File: config.mk
export PLATFORM = sky130hd
export DESIGN_NAME = status_event_reporting
export DESIGN_NICKNAME = d
export VERILOG_FILES = /design/src/include/status_pkg.sv /design/src/core/status_group.sv /design/src/core/error_queue.sv /design/src/core/status_event_reporting.sv
export SDC_FILE = /design/constraint.sdc
export NUM_CORES = 1
export LEC_CHECK = 0
export BUFFER_PORTS_ARGS = -buffer_cell sky130_fd_sc_hd__buf_2
export CELL_PAD_IN_SITES_DETAIL_PLACEMENT = 0
export CELL_PAD_IN_SITES_GLOBAL_PLACEMENT = 1
export CORE_MARGIN = 2
export CORE_UTILIZATION = 47
export CTS_BUF_LIST = sky130_fd_sc_hd__clkbuf_16
export CTS_CLUSTER_SIZE = 10
export DETAILED_ROUTE_END_ITERATION = 16
export PLACE_DENSITY = 0.85
export SLEW_MARGIN = 30
export SYNTH_ARGS = -nofsm -noshare
export SYNTH_HDL_FRONTEND = slang
export SYNTH_SLANG_ARGS = --single-unit
File: constraint.sdc
create_clock -name sys_clk_i -period 3.4 [get_ports sys_clk_i]
set_input_delay 0.34 -clock sys_clk_i [delete_from_list [all_inputs] [get_ports sys_clk_i]]
set_output_delay 0.34 -clock sys_clk_i [all_outputs]
set_load 0.1 [all_outputs]
File: src/include/status_pkg.sv
// shared constants, command codes and helpers of the status reporting block
package status_pkg;

  // -------------------------------------------------------------------------
  // widths and error queue depth
  // -------------------------------------------------------------------------
  localparam int STAT_W = 16;
  localparam int STB_W = 8;
  localparam int ERR_DEPTH_DEF = 4;

  // -------------------------------------------------------------------------
  // command code: [4:3] selects the group, [2:0] the action
  // -------------------------------------------------------------------------
  localparam logic [1:0] GRP_QUES = 2'h0;
  localparam logic [1:0] GRP_OPER = 2'h1;
  localparam logic [1:0] GRP_SEC = 2'h2;
  localparam logic [1:0] GRP_MISC = 2'h3;

  localparam logic [2:0] SUB_CONDITION_SNAPSHOT = 3'h0;
  localparam logic [2:0] SUB_EVENT = 3'h1;
  localparam logic [2:0] SUB_PLAIN = 3'h2;
  localparam logic [2:0] SUB_ENAB_WR = 3'h3;
  localparam logic [2:0] SUB_ENAB_RD = 3'h4;

  localparam logic [2:0] SUB_STB = 3'h0;
  localparam logic [2:0] SUB_CLS = 3'h1;
  localparam logic [2:0] SUB_ERR = 3'h2;
  localparam logic [2:0] SUB_RST = 3'h3;

  // -------------------------------------------------------------------------
  // bit positions
  // -------------------------------------------------------------------------
  localparam int QUES_OVERVOLTAGE_BIT = 0;
  localparam int QUES_OVERTEMP_BIT = 1;
  localparam int QUES_REMOTE_BIT = 10;
  localparam int QUES_DC_ON_BIT = 11;
  localparam int QUES_POWER_FAIL_BIT = 13;
  localparam int OPER_CV_BIT = 8;
  localparam int OPER_CC_BIT = 9;
  localparam int OPER_CP_BIT = 10;
  localparam int OPER_AUX_BIT = 11;
  localparam int STB_ERR_BIT = 2;
  localparam int STB_QUES_BIT = 3;
  localparam int STB_OPER_BIT = 7;

  // -------------------------------------------------------------------------
  // reset values, limits and implemented bits
  // -------------------------------------------------------------------------
  localparam logic [STAT_W-1:0] QUES_ENAB_RST = 16'h7fff;
  localparam logic [STAT_W-1:0] QUES_ENAB_MAX = 16'h7fff;
  localparam logic [STAT_W-1:0] SEC_ENAB_RST = 16'h7fff;
  localparam logic [STAT_W-1:0] OPER_ENAB_RST = 16'h0f00;
  localparam logic [STAT_W-1:0] OPER_ENAB_MIN = 16'h0100;
  localparam logic [STAT_W-1:0] OPER_ENAB_MAX = 16'h0f00;
  localparam logic [STAT_W-1:0] QUES_IMPL = 16'h2c03;
  localparam logic [STAT_W-1:0] QUES_ALARM = 16'h2003;
  localparam logic [STAT_W-1:0] OPER_IMPL = 16'h0f00;
  localparam logic [STAT_W-1:0] OPER_ALARM = 16'h0000;
  localparam logic [STAT_W-1:0] SEC_IMPL = 16'h7fff;
  localparam logic [STAT_W-1:0] SEC_ALARM = 16'h7fff;

  // error codes, 16-bit two's complement
  localparam logic [STAT_W-1:0] ERR_NONE = 16'h0000;
  localparam logic [STAT_W-1:0] ERR_SAFETY_OVP = 16'hfc19;

  // accepted enable values per group
  function automatic logic enab_ok(input logic [1:0] grp, input logic [STAT_W-1:0] v);
    if (grp == GRP_OPER) begin
      enab_ok = (v == '0) || ((v >= OPER_ENAB_MIN) && (v <= OPER_ENAB_MAX));
    end else begin
      enab_ok = (v <= QUES_ENAB_MAX);
    end
  endfunction : enab_ok

endpackage : status_pkg

File: src/core/status_group.sv
// one status group: condition snapshot, rising-edge event latch, enable mask
`timescale 1ns/1ns
module status_group import status_pkg::*; #(
  parameter logic [STAT_W-1:0] IMPL = 16'hffff,
  parameter logic [STAT_W-1:0] ALARM = 16'h0000,
  parameter logic [STAT_W-1:0] ENAB_RST = 16'hffff,
  parameter bit MASK_BEFORE = 1'b0
) (
  input wire logic sys_clk_i,
  input wire logic srst_i,
  input wire logic [STAT_W-1:0] raw_i,
  input wire logic ack_i,
  input wire logic clr_i,
  input wire logic enab_we_i,
  input wire logic [STAT_W-1:0] enab_wdata_i,
  output logic [STAT_W-1:0] condition_snapshot_o,
  output logic [STAT_W-1:0] event_o,
  output logic [STAT_W-1:0] enab_o,
  output logic summary_o
);

  typedef struct packed {
    logic [STAT_W-1:0] enab;
    logic [STAT_W-1:0] evt;
    logic [STAT_W-1:0] latch;
    logic [STAT_W-1:0] prev;
  } group_state_t;

  group_state_t s_ff;
  group_state_t nxt_s;
  logic [STAT_W-1:0] live;
  logic [STAT_W-1:0] filt;
  logic [STAT_W-1:0] rise;

  // -------------------------------------------------------------------------
  // next state
  // -------------------------------------------------------------------------
  // alarms stay latched until acknowledged and gone; others follow live
  always_comb begin
    live = ((raw_i & ~ALARM) | s_ff.latch) & IMPL;
    filt = MASK_BEFORE ? (live & s_ff.enab) : live;
    rise = filt & ~s_ff.prev;
    nxt_s = s_ff;
    nxt_s.latch = (raw_i & ALARM & IMPL) | (ack_i ? '0 : s_ff.latch);
    nxt_s.prev = filt;
    nxt_s.evt = ((clr_i ? '0 : s_ff.evt) | rise) & IMPL;
    if (enab_we_i) begin
      nxt_s.enab = enab_wdata_i;
    end
  end

  always_ff @(posedge sys_clk_i) begin
    if (srst_i) begin
      s_ff <= '{enab: ENAB_RST, evt: '0, latch: '0, prev: '0};
    end else begin
      s_ff <= nxt_s;
    end
  end

  assign condition_snapshot_o = live;
  assign event_o = s_ff.evt;
  assign enab_o = s_ff.enab;
  assign summary_o = |(s_ff.evt & s_ff.enab);

  // -------------------------------------------------------------------------
  // checks
  // -------------------------------------------------------------------------
  a_event_rise_only: assert property (@(posedge sys_clk_i) disable iff (srst_i)
    ##1 ((event_o & ~$past(event_o) & ~($past(filt) & ~$past(s_ff.prev))) == '0))
    else $error("event bit set without a rising condition");

  a_clear_drops: assert property (@(posedge sys_clk_i) disable iff (srst_i)
    (clr_i && (rise == '0)) |=> ((event_o == '0) && !summary_o))
    else $error("event read did not clear the latch");

  a_alarm_hold: assert property (@(posedge sys_clk_i) disable iff (srst_i)
    !ack_i |=> ((condition_snapshot_o & $past(condition_snapshot_o) & ALARM) == ($past(condition_snapshot_o) & ALARM)))
    else $error("alarm dropped from condition before acknowledge");

  a_ack_persist: assert property (@(posedge sys_clk_i) disable iff (srst_i)
    ack_i |=> ((condition_snapshot_o & $past(raw_i) & ALARM & IMPL) == ($past(raw_i) & ALARM & IMPL)))
    else $error("acknowledge cleared an alarm whose cause persists");

  a_ack_release: assert property (@(posedge sys_clk_i) disable iff (srst_i)
    (ack_i && ((raw_i & ALARM) == '0)) ##1 ((raw_i & ALARM) == '0) |-> ((condition_snapshot_o & ALARM) == '0))
    else $error("acknowledged alarm without cause still shown");

  a_unimpl_quiet: assert property (@(posedge sys_clk_i) disable iff (srst_i)
    ((condition_snapshot_o | event_o) & ~IMPL) == '0)
    else $error("unimplemented status bit active");

endmodule : status_group

File: src/core/error_queue.sv
// error queue with a sticky entry that only reset removes
`timescale 1ns/1ns
module error_queue import status_pkg::*; #(
  parameter int DEPTH = ERR_DEPTH_DEF
) (
  input wire logic sys_clk_i,
  input wire logic srst_i,
  input wire logic push_i,
  input wire logic [STAT_W-1:0] code_i,
  input wire logic pop_i,
  input wire logic flush_i,
  input wire logic sticky_i,
  output logic [STAT_W-1:0] head_o,
  output logic pending_o
);

  localparam int PW = (DEPTH > 1) ? $clog2(DEPTH) : 1;
  localparam int CW = $clog2(DEPTH + 1);
  localparam logic [CW-1:0] FULL = CW'(DEPTH);

  typedef struct packed {
    logic [DEPTH-1:0][STAT_W-1:0] mem;
    logic [PW-1:0] rd;
    logic [PW-1:0] wr;
    logic [CW-1:0] cnt;
  } queue_state_t;

  queue_state_t s_ff;
  queue_state_t nxt_s;
  logic do_pop;
  logic do_push;

  // wrapping pointer step
  function automatic logic [PW-1:0] step(input logic [PW-1:0] p);
    step = (p == PW'(DEPTH - 1)) ? '0 : p + 1'b1;
  endfunction : step

  // -------------------------------------------------------------------------
  // next state; a push in the flush cycle survives, new errors drop when full unless a pop frees a slot in the same cycle
  // -------------------------------------------------------------------------
  always_comb begin
    nxt_s = s_ff;
    do_pop = pop_i && (s_ff.cnt != '0) && !flush_i;
    do_push = push_i && (flush_i || (s_ff.cnt != FULL) || do_pop);
    if (flush_i) begin
      nxt_s.rd = '0;
      nxt_s.wr = '0;
      nxt_s.cnt = '0;
    end
    if (do_pop) begin
      nxt_s.rd = step(s_ff.rd);
      nxt_s.cnt = nxt_s.cnt - 1'b1;
    end
    if (do_push) begin
      nxt_s.mem[nxt_s.wr] = code_i;
      nxt_s.wr = step(nxt_s.wr);
      nxt_s.cnt = nxt_s.cnt + 1'b1;
    end
  end

  always_ff @(posedge sys_clk_i) begin
    if (srst_i) begin
      s_ff <= '0;
    end else begin
      s_ff <= nxt_s;
    end
  end

  // sticky entry is reported once the ordinary entries are drained
  assign head_o = (s_ff.cnt != '0) ? s_ff.mem[s_ff.rd] :
                  (sticky_i ? ERR_SAFETY_OVP : ERR_NONE);
  assign pending_o = (s_ff.cnt != '0) || sticky_i;

endmodule : error_queue

File: src/core/status_event_reporting.sv
// status byte, three status groups, alarm acknowledge and safety overvoltage
`timescale 1ns/1ns
module status_event_reporting import status_pkg::*; #(
  parameter int ERR_DEPTH = ERR_DEPTH_DEF,
  parameter logic [STAT_W-1:0] SEC_IMPL_BITS = SEC_IMPL,
  parameter logic [STAT_W-1:0] SEC_ALARM_BITS = SEC_ALARM
) (
  input wire logic sys_clk_i,
  input wire logic srst_i,
  input wire logic cmd_valid_i,
  input wire logic [4:0] cmd_code_i,
  input wire logic [STAT_W-1:0] cmd_data_i,
  output logic rsp_valid_o,
  output logic [STAT_W-1:0] rsp_data_o,
  output logic rsp_error_o,
  output logic [STB_W-1:0] status_byte_o,
  input wire logic overvoltage_alarm_i,
  input wire logic overtemperature_alarm_i,
  input wire logic power_fail_alarm_i,
  input wire logic safety_overvoltage_alarm_i,
  input wire logic remote_active_i,
  input wire logic dc_on_i,
  input wire logic constant_voltage_state_i,
  input wire logic constant_current_state_i,
  input wire logic constant_power_state_i,
  input wire logic regulation_aux_i,
  input wire logic [STAT_W-1:0] sec_ques_raw_i,
  input wire logic err_push_i,
  input wire logic [STAT_W-1:0] err_code_i
);

  // -------------------------------------------------------------------------
  // state
  // -------------------------------------------------------------------------
  localparam int RAW_W = 10 + STAT_W;

  typedef struct packed {
    logic [RAW_W-1:0] sync1;
    logic [RAW_W-1:0] sync2;
    logic [RAW_W-1:0] sync3;
    logic [RAW_W-1:0] clean;
    logic safety_overvoltage_alarm;
    logic rsp_valid;
    logic [STAT_W-1:0] rsp_data;
    logic rsp_error;
    logic [STB_W-1:0] stb;
  } main_state_t;

  main_state_t s_ff;
  main_state_t nxt_s;
  logic [RAW_W-1:0] pins;
  logic [STAT_W-1:0] ques_raw;
  logic [STAT_W-1:0] oper_raw;
  logic [STAT_W-1:0] sec_raw;
  logic [1:0] grp;
  logic [2:0] sub;
  logic is_misc;
  logic clr_all;
  logic alarm_ack;
  logic err_query;
  logic enab_wr;
  logic enab_good;
  logic ques_clr;
  logic oper_clr;
  logic sec_clr;
  logic ques_we;
  logic oper_we;
  logic sec_we;
  logic [STAT_W-1:0] ques_condition_snapshot;
  logic [STAT_W-1:0] ques_event;
  logic [STAT_W-1:0] ques_enab;
  logic [STAT_W-1:0] oper_condition_snapshot;
  logic [STAT_W-1:0] oper_event;
  logic [STAT_W-1:0] oper_enab;
  logic [STAT_W-1:0] sec_condition_snapshot;
  logic [STAT_W-1:0] sec_event;
  logic [STAT_W-1:0] sec_enab;
  logic ques_sum;
  logic oper_sum;
  logic sec_sum;
  logic [STAT_W-1:0] err_head;
  logic err_pending;

  // -------------------------------------------------------------------------
  // pin inputs and raw status words
  // -------------------------------------------------------------------------
  assign pins = {sec_ques_raw_i, regulation_aux_i, constant_power_state_i,
                 constant_current_state_i, constant_voltage_state_i, dc_on_i,
                 remote_active_i, safety_overvoltage_alarm_i, power_fail_alarm_i,
                 overtemperature_alarm_i, overvoltage_alarm_i};

  // safety overvoltage shows only as power fail plus overvoltage
  always_comb begin
    ques_raw = '0;
    ques_raw[QUES_OVERVOLTAGE_BIT] = s_ff.clean[0] | s_ff.safety_overvoltage_alarm;
    ques_raw[QUES_OVERTEMP_BIT] = s_ff.clean[1];
    ques_raw[QUES_POWER_FAIL_BIT] = s_ff.clean[2] | s_ff.safety_overvoltage_alarm;
    ques_raw[QUES_REMOTE_BIT] = s_ff.clean[4];
    ques_raw[QUES_DC_ON_BIT] = s_ff.clean[5];
    oper_raw = '0;
    oper_raw[OPER_CV_BIT] = s_ff.clean[6];
    oper_raw[OPER_CC_BIT] = s_ff.clean[7];
    oper_raw[OPER_CP_BIT] = s_ff.clean[8];
    oper_raw[OPER_AUX_BIT] = s_ff.clean[9];
    sec_raw = s_ff.clean[RAW_W-1:10];
  end

  // -------------------------------------------------------------------------
  // command decode
  // -------------------------------------------------------------------------
  assign grp = cmd_code_i[4:3];
  assign sub = cmd_code_i[2:0];
  assign is_misc = cmd_valid_i && (grp == GRP_MISC);
  assign clr_all = is_misc && ((sub == SUB_CLS) || (sub == SUB_RST));
  assign alarm_ack = is_misc && ((sub == SUB_ERR) || (sub == SUB_RST));
  assign err_query = is_misc && (sub == SUB_ERR);
  assign enab_wr = cmd_valid_i && !is_misc && (sub == SUB_ENAB_WR);
  assign enab_good = enab_ok(grp, cmd_data_i);

  // event reads clear the group they read
  assign ques_clr = clr_all || (cmd_valid_i && (grp == GRP_QUES) &&
                    ((sub == SUB_EVENT) || (sub == SUB_PLAIN)));
  assign oper_clr = clr_all || (cmd_valid_i && (grp == GRP_OPER) &&
                    ((sub == SUB_EVENT) || (sub == SUB_PLAIN)));
  assign sec_clr = clr_all || (cmd_valid_i && (grp == GRP_SEC) &&
                   ((sub == SUB_EVENT) || (sub == SUB_PLAIN)));
  assign ques_we = enab_wr && enab_good && (grp == GRP_QUES);
  assign oper_we = enab_wr && enab_good && (grp == GRP_OPER);
  assign sec_we = enab_wr && enab_good && (grp == GRP_SEC);

  // -------------------------------------------------------------------------
  // status groups and error queue
  // -------------------------------------------------------------------------
  status_group #(.IMPL(QUES_IMPL), .ALARM(QUES_ALARM), .ENAB_RST(QUES_ENAB_RST),
                 .MASK_BEFORE(1'b0)) u_ques (
    .sys_clk_i(sys_clk_i),
    .srst_i(srst_i),
    .raw_i(ques_raw),
    .ack_i(alarm_ack),
    .clr_i(ques_clr),
    .enab_we_i(ques_we),
    .enab_wdata_i(cmd_data_i),
    .condition_snapshot_o(ques_condition_snapshot),
    .event_o(ques_event),
    .enab_o(ques_enab),
    .summary_o(ques_sum)
  );

  // operation mask filters conditions ahead of the event latch
  status_group #(.IMPL(OPER_IMPL), .ALARM(OPER_ALARM), .ENAB_RST(OPER_ENAB_RST),
                 .MASK_BEFORE(1'b1)) u_oper (
    .sys_clk_i(sys_clk_i),
    .srst_i(srst_i),
    .raw_i(oper_raw),
    .ack_i(alarm_ack),
    .clr_i(oper_clr),
    .enab_we_i(oper_we),
    .enab_wdata_i(cmd_data_i),
    .condition_snapshot_o(oper_condition_snapshot),
    .event_o(oper_event),
    .enab_o(oper_enab),
    .summary_o(oper_sum)
  );

  status_group #(.IMPL(SEC_IMPL_BITS), .ALARM(SEC_ALARM_BITS), .ENAB_RST(SEC_ENAB_RST),
                 .MASK_BEFORE(1'b0)) u_sec (
    .sys_clk_i(sys_clk_i),
    .srst_i(srst_i),
    .raw_i(sec_raw),
    .ack_i(alarm_ack),
    .clr_i(sec_clr),
    .enab_we_i(sec_we),
    .enab_wdata_i(cmd_data_i),
    .condition_snapshot_o(sec_condition_snapshot),
    .event_o(sec_event),
    .enab_o(sec_enab),
    .summary_o(sec_sum)
  );

  error_queue #(.DEPTH(ERR_DEPTH)) u_errq (
    .sys_clk_i(sys_clk_i),
    .srst_i(srst_i),
    .push_i(err_push_i),
    .code_i(err_code_i),
    .pop_i(err_query),
    .flush_i(is_misc && (sub == SUB_CLS)),
    .sticky_i(s_ff.safety_overvoltage_alarm),
    .head_o(err_head),
    .pending_o(err_pending)
  );

  // -------------------------------------------------------------------------
  // next state: synchroniser, safety latch, response and status byte
  // -------------------------------------------------------------------------
  always_comb begin
    nxt_s = s_ff;
    nxt_s.sync1 = pins;
    nxt_s.sync2 = s_ff.sync1;
    nxt_s.sync3 = s_ff.sync2;
    // a bit moves only where the last two stages agree
    nxt_s.clean = (s_ff.clean & (s_ff.sync2 ^ s_ff.sync3)) |
                  (s_ff.sync2 & ~(s_ff.sync2 ^ s_ff.sync3));
    nxt_s.safety_overvoltage_alarm = s_ff.safety_overvoltage_alarm | s_ff.clean[3];
    nxt_s.rsp_valid = cmd_valid_i;
    nxt_s.rsp_error = enab_wr && !enab_good;
    nxt_s.rsp_data = '0;
    if (cmd_valid_i) begin
      unique case (grp)
        GRP_QUES: begin
          unique case (sub)
            SUB_CONDITION_SNAPSHOT: nxt_s.rsp_data = ques_condition_snapshot;
            SUB_EVENT, SUB_PLAIN: nxt_s.rsp_data = ques_event;
            SUB_ENAB_RD: nxt_s.rsp_data = ques_enab;
            default: nxt_s.rsp_data = '0;
          endcase
        end
        GRP_OPER: begin
          unique case (sub)
            SUB_CONDITION_SNAPSHOT: nxt_s.rsp_data = oper_condition_snapshot;
            SUB_EVENT, SUB_PLAIN: nxt_s.rsp_data = oper_event;
            SUB_ENAB_RD: nxt_s.rsp_data = oper_enab;
            default: nxt_s.rsp_data = '0;
          endcase
        end
        GRP_SEC: begin
          unique case (sub)
            SUB_CONDITION_SNAPSHOT: nxt_s.rsp_data = sec_condition_snapshot;
            SUB_EVENT, SUB_PLAIN: nxt_s.rsp_data = sec_event;
            SUB_ENAB_RD: nxt_s.rsp_data = sec_enab;
            default: nxt_s.rsp_data = '0;
          endcase
        end
        GRP_MISC: begin
          unique case (sub)
            SUB_STB: nxt_s.rsp_data = {{(STAT_W-STB_W){1'b0}}, s_ff.stb};
            SUB_ERR: nxt_s.rsp_data = err_head;
            default: nxt_s.rsp_data = '0;
          endcase
        end
      endcase
    end
    nxt_s.stb = '0;
    nxt_s.stb[STB_ERR_BIT] = err_pending;
    nxt_s.stb[STB_QUES_BIT] = ques_sum | sec_sum;
    nxt_s.stb[STB_OPER_BIT] = oper_sum;
  end

  always_ff @(posedge sys_clk_i) begin
    if (srst_i) begin
      s_ff <= '0;
    end else begin
      s_ff <= nxt_s;
    end
  end

  assign rsp_valid_o = s_ff.rsp_valid;
  assign rsp_data_o = s_ff.rsp_data;
  assign rsp_error_o = s_ff.rsp_error;
  assign status_byte_o = s_ff.stb;

  // -------------------------------------------------------------------------
  // checks
  // -------------------------------------------------------------------------
  a_safety_overvoltage_alarm_bits: assert property (@(posedge sys_clk_i) disable iff (srst_i)
    s_ff.safety_overvoltage_alarm |=> (ques_condition_snapshot[QUES_POWER_FAIL_BIT] && ques_condition_snapshot[QUES_OVERVOLTAGE_BIT]))
    else $error("safety overvoltage not shown as bits 13 and 0");

  a_safety_overvoltage_alarm_sticky: assert property (@(posedge sys_clk_i) disable iff (srst_i)
    s_ff.safety_overvoltage_alarm |=> (s_ff.safety_overvoltage_alarm ##1 status_byte_o[STB_ERR_BIT]))
    else $error("safety overvoltage entry lost without reset");

  a_oper_reject: assert property (@(posedge sys_clk_i) disable iff (srst_i)
    (enab_wr && (grp == GRP_OPER) && !enab_good) |=> ($stable(oper_enab) && rsp_error_o))
    else $error("illegal operation mask accepted");

  a_plain_event: assert property (@(posedge sys_clk_i) disable iff (srst_i)
    (cmd_valid_i && (grp == GRP_QUES) && (sub == SUB_PLAIN)) |=>
    (rsp_valid_o && (rsp_data_o == $past(ques_event))))
    else $error("plain questionable query not answered with event word");

  a_stb_idle: assert property (@(posedge sys_clk_i) disable iff (srst_i)
    ((ques_event == '0) && (sec_event == '0) && (oper_event == '0) && !err_pending) |=>
    (status_byte_o == '0))
    else $error("status byte set with nothing recorded");

  a_cls_clears: assert property (@(posedge sys_clk_i) disable iff (srst_i)
    (is_misc && (sub == SUB_CLS) && !s_ff.safety_overvoltage_alarm && !err_push_i) |=> !err_pending)
    else $error("clear status left the error queue filled");

endmodule : status_event_reporting

Yosys cells after proc, flatten, opt, wreduce, memory -nomap -nowiden

Index checks and enable logic that the tools add are counted.
W data, S select, Z words.

Bits in registers: 338
Latch bits: 0
Output and inout port bits: 26
Memories kept: 0
Memory bits (read-only): 0
Bits in writable memories: 0
Word-level logic and storage cells: 145

$lt $le $gt $ge: 6
Multiply operators: 0
Reduce and logical (&&, ||, !) cells: 46
Mux-type cells: 24
Add/sub/neg operators: 4
Shift operators: 0
Equal/unequal tests: 10
Bitwise logic cells: 27
Div/mod/pow operators: 0

Operator list:

| cell                   | number |
|---|---|
| $pmux W16 S3           | 3 |
| $mux W16               | 6 |
| $bwmux W64             | 1 |
| $pmux W16 S4           | 1 |
| $and A26 B26 Y26       | 2 |
| $reduce_or A16 Y1      | 3 |
| $bmux W16 S2           | 1 |
| $demux W16 S2          | 1 |
| $pmux W16 S2           | 1 |
| $not A26 Y26           | 1 |
| $or A26 B26 Y26        | 1 |
| $xor A26 B26 Y26       | 1 |
| $and A12 B12 Y12       | 2 |
| $logic_and A1 B1 Y1    | 23 |
| $and A12 B16 Y16       | 1 |
| $and A14 B16 Y16       | 1 |
| $and A15 B16 Y16       | 1 |
| $ge A16 B9 Y1 const B  | 1 |
| $le A16 B12 Y1 const B | 1 |
| $le A16 B15 Y1 const B | 1 |
| $logic_not A16 Y1      | 1 |
| $or A14 B16 Y16        | 1 |
| $or A15 B16 Y16        | 1 |
| $and A15 B15 Y15       | 1 |
| 37 further kinds       | 60 |

Longest topological paths before layout

Depth in word-level cells: 9
Gate-level depth with buffers: 11

Hierarchy

A second synthesis with hierarchy kept.

Cell total of the unflattened synthesis: 1525
Area total of the unflattened synthesis: 14219.9 um^2

Modules (own cells, without submodules):

| module                 | instances | cells each | seq. area each (um^2) | area an instance (um^2) |
|---|---|---|---|---|
| status_event_reporting | 1         | 602        | 2522.4                | 5534.1 |
| error_queue            | 1         | 393        | 1421.4                | 3573.4 |
| status_group (u_sec)   | 1         | 254        | 1221.2                | 2461.1 |
| status_group (u_ques)  | 1         | 148        | 580.6                 | 1421.4 |
| status_group (u_oper)  | 1         | 128        | 480.5                 | 1229.9 |

Least setup slack after synthesis

OpenSTA, ideal clock, no wires.

Path kind: input port to flip-flop
From: input port cmd_code_i[2]
To: register u_errq.s_ff[12] (netlist bit)
Library setup time: 0.128 ns
Path buffers: 2
Slack: 0.930 ns
Stages: 10
Data arrival time: 2.342 ns
Cell sequence: clkbuf_1 -> nand3b_1 -> or2_2 -> nand2_1 -> ha_1 -> nand2_1 -> a21oi_2 -> buf_2 -> mux2i_1 -> nor2_1

Word-level cells in the longest chain between the ends: 8
Elaborated cells between the ends (all ways): 17
Classes of those cells: 2 x order compare; 2 x eq/ne; 4 x mux; 9 x reduce/logical

Ends and longest elaborated chain:

| element                                                            | line                          | source |
|---|---|---|
| start, declared                                                    | status_event_reporting.sv:11  | `input wire logic [4:0] cmd_code_i,` |
| $eq A3 B1 Y1                                                       | status_event_reporting.sv:186 | `.flush_i(is_misc && (sub == SUB_CLS)),` |
| $logic_and A1 B1 Y1                                                | status_event_reporting.sv:186 |  |
| $mux W7                                                            | error_queue.sv:45             | `if (flush_i) begin` |
| $lt A2 B3 Y1 (not written as such) or $ge A2 B1 Y1 (tied branches) | error_queue.sv:55             | `nxt_s.mem[nxt_s.wr] = code_i;` |
| $logic_and A1 B1 Y1 (not written as such)                          | error_queue.sv:55             |  |
| $mux W16 (not written as such)                                     | error_queue.sv:55             |  |
| $demux W16 S2                                                      | -                             |  |
| $bwmux W64                                                         | error_queue.sv:55             |  |
| end signal, assigned                                               | error_queue.sv:65             | `s_ff <= nxt_s;` |
| end, declared                                                      | error_queue.sv:28             | `queue_state_t s_ff;` |

Several ways; a longest one is shown, not always the timed one. The select of a mux whose other input is x is not followed.
A chain may end at the register's enable or synchronous reset.

Final worst setup path

From: input port cmd_code_i[3]
To: register u_errq.s_ff[8] (netlist bit)

Word-level cells in the longest chain between the ends: 9
Elaborated cells between the ends (all ways): 17
Classes of those cells: 2 x order compare; 1 x eq/ne; 4 x mux; 10 x reduce/logical

Ends and longest elaborated chain:

| element                                                            | line                          | source |
|---|---|---|
| $eq A2 B2 Y1 (*)                                                   | status_event_reporting.sv:113 | `assign is_misc = cmd_valid_i && (grp == GRP_MISC);` |
| $logic_and A1 B1 Y1 (*)                                            | status_event_reporting.sv:113 |  |
| $logic_and A1 B1 Y1                                                | status_event_reporting.sv:186 |  |
| $mux W7                                                            | error_queue.sv:45             |  |
| $lt A2 B3 Y1 (not written as such) or $ge A2 B1 Y1 (tied branches) | error_queue.sv:55             |  |
| $logic_and A1 B1 Y1 (not written as such)                          | error_queue.sv:55             |  |
| $mux W16 (not written as such)                                     | error_queue.sv:55             |  |
| $demux W16 S2                                                      | -                             |  |
| $bwmux W64                                                         | error_queue.sv:55             |  |

Mark *: on every way between the ends. The rest lies on a longest branch, timed or not. The select of a mux whose other input is x is not followed.

==> impl_metrics.yaml <==
run_status:
  outcome: "finished, final reports clean"
placement:
  detailed_place_hpwl_mm: 18.2
  pre_cts_ws_ns: 0.636
  placedInstanceArea_um2: 12400
  quantity_of_i_o_buffers_inserted_on_ports: 86
  routabilityCongestion: 0.879
  dpl.cell_count: 1543
setup_path:
  crit_path_end_kind: "register"
  max_stage_delay_ns: 0.44
  critical_path.startpoint_type: "input pin"
  critical_path_arrival_ns: 2.62
  cp_max_fanout: 19
  critical_path.slowest_cell: "sky130_fd_sc_hd__or2_2"
  critical_path.cell_chain: "buf_2, nand3b_1, or2_2, nand2_1, ha_1, nand2_1, a21oi_2, buf_4, mux2i_1, nor2_1"
  criticalPathCategory: "input pin to register"
  cp_common_cell: "sky130_fd_sc_hd__nand2_1"
  cp.required_ns: 3.76
pwr:
  total_leakage_power_nw: 5.06
  share_comb_of_total_power_pct: 7.0
  worst_ir_drop_vdd_uv: 473
  clock_power_share_pct: 43.2
  p_switching_mw: 1.70
  p_int_mw: 5.79
  seqPwrFrac_pct: 49.8
  cellPowerDensity_nw_per_um2: 560
  netSwitchingFraction_pct: 22.7
clock_tree:
  clock_tree.buffer_depth: 3
  cts_hold_buf: 0
  cts_made_buffers: 36
  cts_resized: 0
  tritoncts: "built"
  total_clock_sinks: 307
  clock_insertion_delay_worst_skew_ns: 0.50
  worst_setup_hold_path_clk_slew_ns: 0.05
  post-cts-setup-buffer-count: 0
  cts_max_level: 2
  ctsRootBufferMaster: "sky130_fd_sc_hd__clkbuf_16"
logic_synthesis:
  seq_area_frac_synth_pct: 51.6
  synth_top_area_share_pct: 51.6
  synth_edf_count: 0
  yosys_register_bits: 307
  ys.warnings.count: 0
  synth.area.top_cells: "sky130_fd_sc_hd__dfxtp_1, sky130_fd_sc_hd__mux2i_1, sky130_fd_sc_hd__nor2b_1"
  avgSynthCellArea_um2: 9.88
  async_flop_share_pct: 0
  netlist_instances: 1204
  netlist_area_um2: 11900
  cell_type_with_the_highest_aggregate_area_in_the_netlist: "sky130_fd_sc_hd__dfxtp_1"
  yosysUniqueCellTypes: 56
  synth_ff_type: "sky130_fd_sc_hd__dfxtp_1"
sta:
  unrepaired_setup_endpoints_after_global_routing: "no"
  fin_tns_setup_ns: 0
  final-setup-viol-count: 0
  final_max_slew_viol_count: 0
  finalCritPeriodShare_pct: 66.6
  timing.clock.skew_ns: 0.00804
  final_period_minus_worst_setup_slack_ns: 2.26
  worst_slack_ns: 1.14
  worst_slew_margin_rel_pct: 44.0
  max_freq_ghz: 0.442
  worst_pin_slew_ns: 0.837
  hold_violations: 0
drt:
  met2WireLength_mm: 11.6
  met3_wirelength_mm: 1.75
  via_count_of_the_routed_design: 8552
  drt-total-wl_mm: 26.7
  routed.top_layer: "met4"
  vias_per_cell: 5.40
  wl_met1_mm: 12.7
  final_antenna_net_count: 0
  routedWlPerCell_um: 16.9
  drtIter0Drc: 719
  detailedRoute.firstPassIterationCount: 5
  drc: 0
grt:
  grt_usage_pct: 20.3
  number_of_antenna_violations_at_the_first_check_in_global_routing: 0
  grt_overflow_total: 0
  grt_pass1_wl_mm: 42.9
  first_global_vias: 7960
  grt_start_max_net_pins: 128
layout:
  post_layout_nonfiller_instances: 1584
  num-fill-cells: 2241
  drive_above_1_share_pct: 14.3
  nets: 1325
  finalInstanceArea_um2: 13400
  flow.area_growth_from_synthesis_pct: 12.3
  diode_count: 0
floorplan:
  floorplan.initialDensity_pct: 47.5
  floorplan.io_pins: 93
  die_width_um: 163
  die_h_um: 163
  core_area_um2: 25000
  placement_row_count: 58
  fp.dieArea_um2: 26600
flow_run:
  drv.max_cap_violation_count: 0
min_path:
  hold_class: "input pin to register"
-- registers in the layout, indices dropped and copies added (netlist names), 16 cells and up, named ones only --
| name | flops |
|---|---|
| u_oper.enab_o | 16 |
| u_errq.s_ff | 71 |
| rsp_data_o | 16 |
| u_sec.s_ff | 30 |
| s_ff | 26 |
| u_ques.enab_o | 16 |
| nxt_s | 50 |
| u_sec.enab_o | 16 |
-- layout by cell type, fill, tap and decap left out, drive strengths merged, types with 7 or more instances in the layout --
cell / n
a211o: 34
a211oi: 14
a21oi: 84
a221oi: 9
a22o: 28
a22oi: 11
a32oi: 12
and2: 30
buf: 101
clkbuf: 38
dfxtp: 307
ha: 7
inv: 35
mux2: 8
mux2i: 93
mux4: 16
nand2: 73
nand3: 9
nor2: 124
nor2b: 100
nor3: 9
o21ai: 46
-- power groups by stage --
stage	sequential [mW]	combinational [mW]	clock, mW
floorplan	3.79	0.383	0
global placement	3.80	0.517	0
detailed placement	3.80	0.525	0
CTS	3.73	0.526	3.31
global route	3.73	0.573	3.47
finish	3.73	0.525	3.23
-- cell type report --
class | instances | area, um^2 | area share, %
flip-flops and latches | 307 | 6150 | 46.0
multi-input cells | 772 | 5170 | 38.7
inverters | 32 | 120 | 0.898
repair buffers | 102 | 572 | 4.28
well taps | 330 | 413 | 3.09
clock inverters | 4 | 25.0 | 0.187
clock buffers | 37 | 926 | 6.93
-- final timing paths --
check                                  start                 end  slack [ns]  depth (start not counted)
hold reg to reg              u_oper.s_ff[11]  u_oper.event_o[11]        0.41                          1
setup reg to reg              u_errq.s_ff[5]      rsp_data_o[12]        1.22                          6
setup / recovery               cmd_code_i[3]      u_errq.s_ff[8]        1.14                         10
hold / removal    safety_overvoltage_alarm_i           nxt_s[82]        0.05                          2
-- synthesized netlist by cell type, types with 5 or more instances --
master and count:
sky130_fd_sc_hd__a22o_1 28, sky130_fd_sc_hd__a211o_1 34, sky130_fd_sc_hd__a221oi_1 9, sky130_fd_sc_hd__o22ai_1 5, sky130_fd_sc_hd__buf_2 10, sky130_fd_sc_hd__mux4_2 16
sky130_fd_sc_hd__clkbuf_1 56, sky130_fd_sc_hd__mux2i_1 93, sky130_fd_sc_hd__nand2b_1 5, sky130_fd_sc_hd__buf_4 24, sky130_fd_sc_hd__nor3_1 9, sky130_fd_sc_hd__ha_1 7
sky130_fd_sc_hd__a211oi_1 14, sky130_fd_sc_hd__buf_1 5, sky130_fd_sc_hd__a22oi_1 11, sky130_fd_sc_hd__nor2b_1 100, sky130_fd_sc_hd__inv_1 32, sky130_fd_sc_hd__nand2_1 72
sky130_fd_sc_hd__a21oi_1 80, sky130_fd_sc_hd__o21ai_0 45, sky130_fd_sc_hd__o31ai_1 5, sky130_fd_sc_hd__nand3_1 9, sky130_fd_sc_hd__nor2_1 124, sky130_fd_sc_hd__mux2_2 8
sky130_fd_sc_hd__and2_1 30, sky130_fd_sc_hd__a32oi_1 12, sky130_fd_sc_hd__dfxtp_1 307
-- routing by layer --
metal | up-vias | global-route usage, %
met3 | 54 | 3.86
met2 | 241 | 31.4
met5 | - | 0
met4 | 0 | 5.99
met1 | 4011 | 28.9
li1 | 4246 | -
-- metrics by stage --
stage | power (mW) | hold slack, ns | utilization [%]
after global placement | 4.32 | 0.397 | 49.6
after CTS | 7.56 | 0.0313 | 53.4
after global routing | 7.77 | 0.0389 | 53.4
after detailed placement | 4.33 | 0.401 | 49.6
after floorplan | 4.18 | 0.395 | -
final | 7.49 | 0.0482 | 53.4
-- critical path: cells and delay by family --
kind            cells  cell delay (ns)
buf+inv             2             0.68
mux                 1             0.25
compound gates      1             0.10
simple gates        5             1.05
fa+ha+maj           1             0.19
-- cell families after synthesis --
logic type | synth area share [%]
other | 0.0315
AOI/OAI and AO/OA | 14.6
adders and majority gates | 0.820
muxes | 11.6
xor gates and xnor gates | 0.221
buffers and inverters | 5.13
and+or+nand+nor | 15.9
DFF | 51.6
Power figures use the tool's default switching activity.
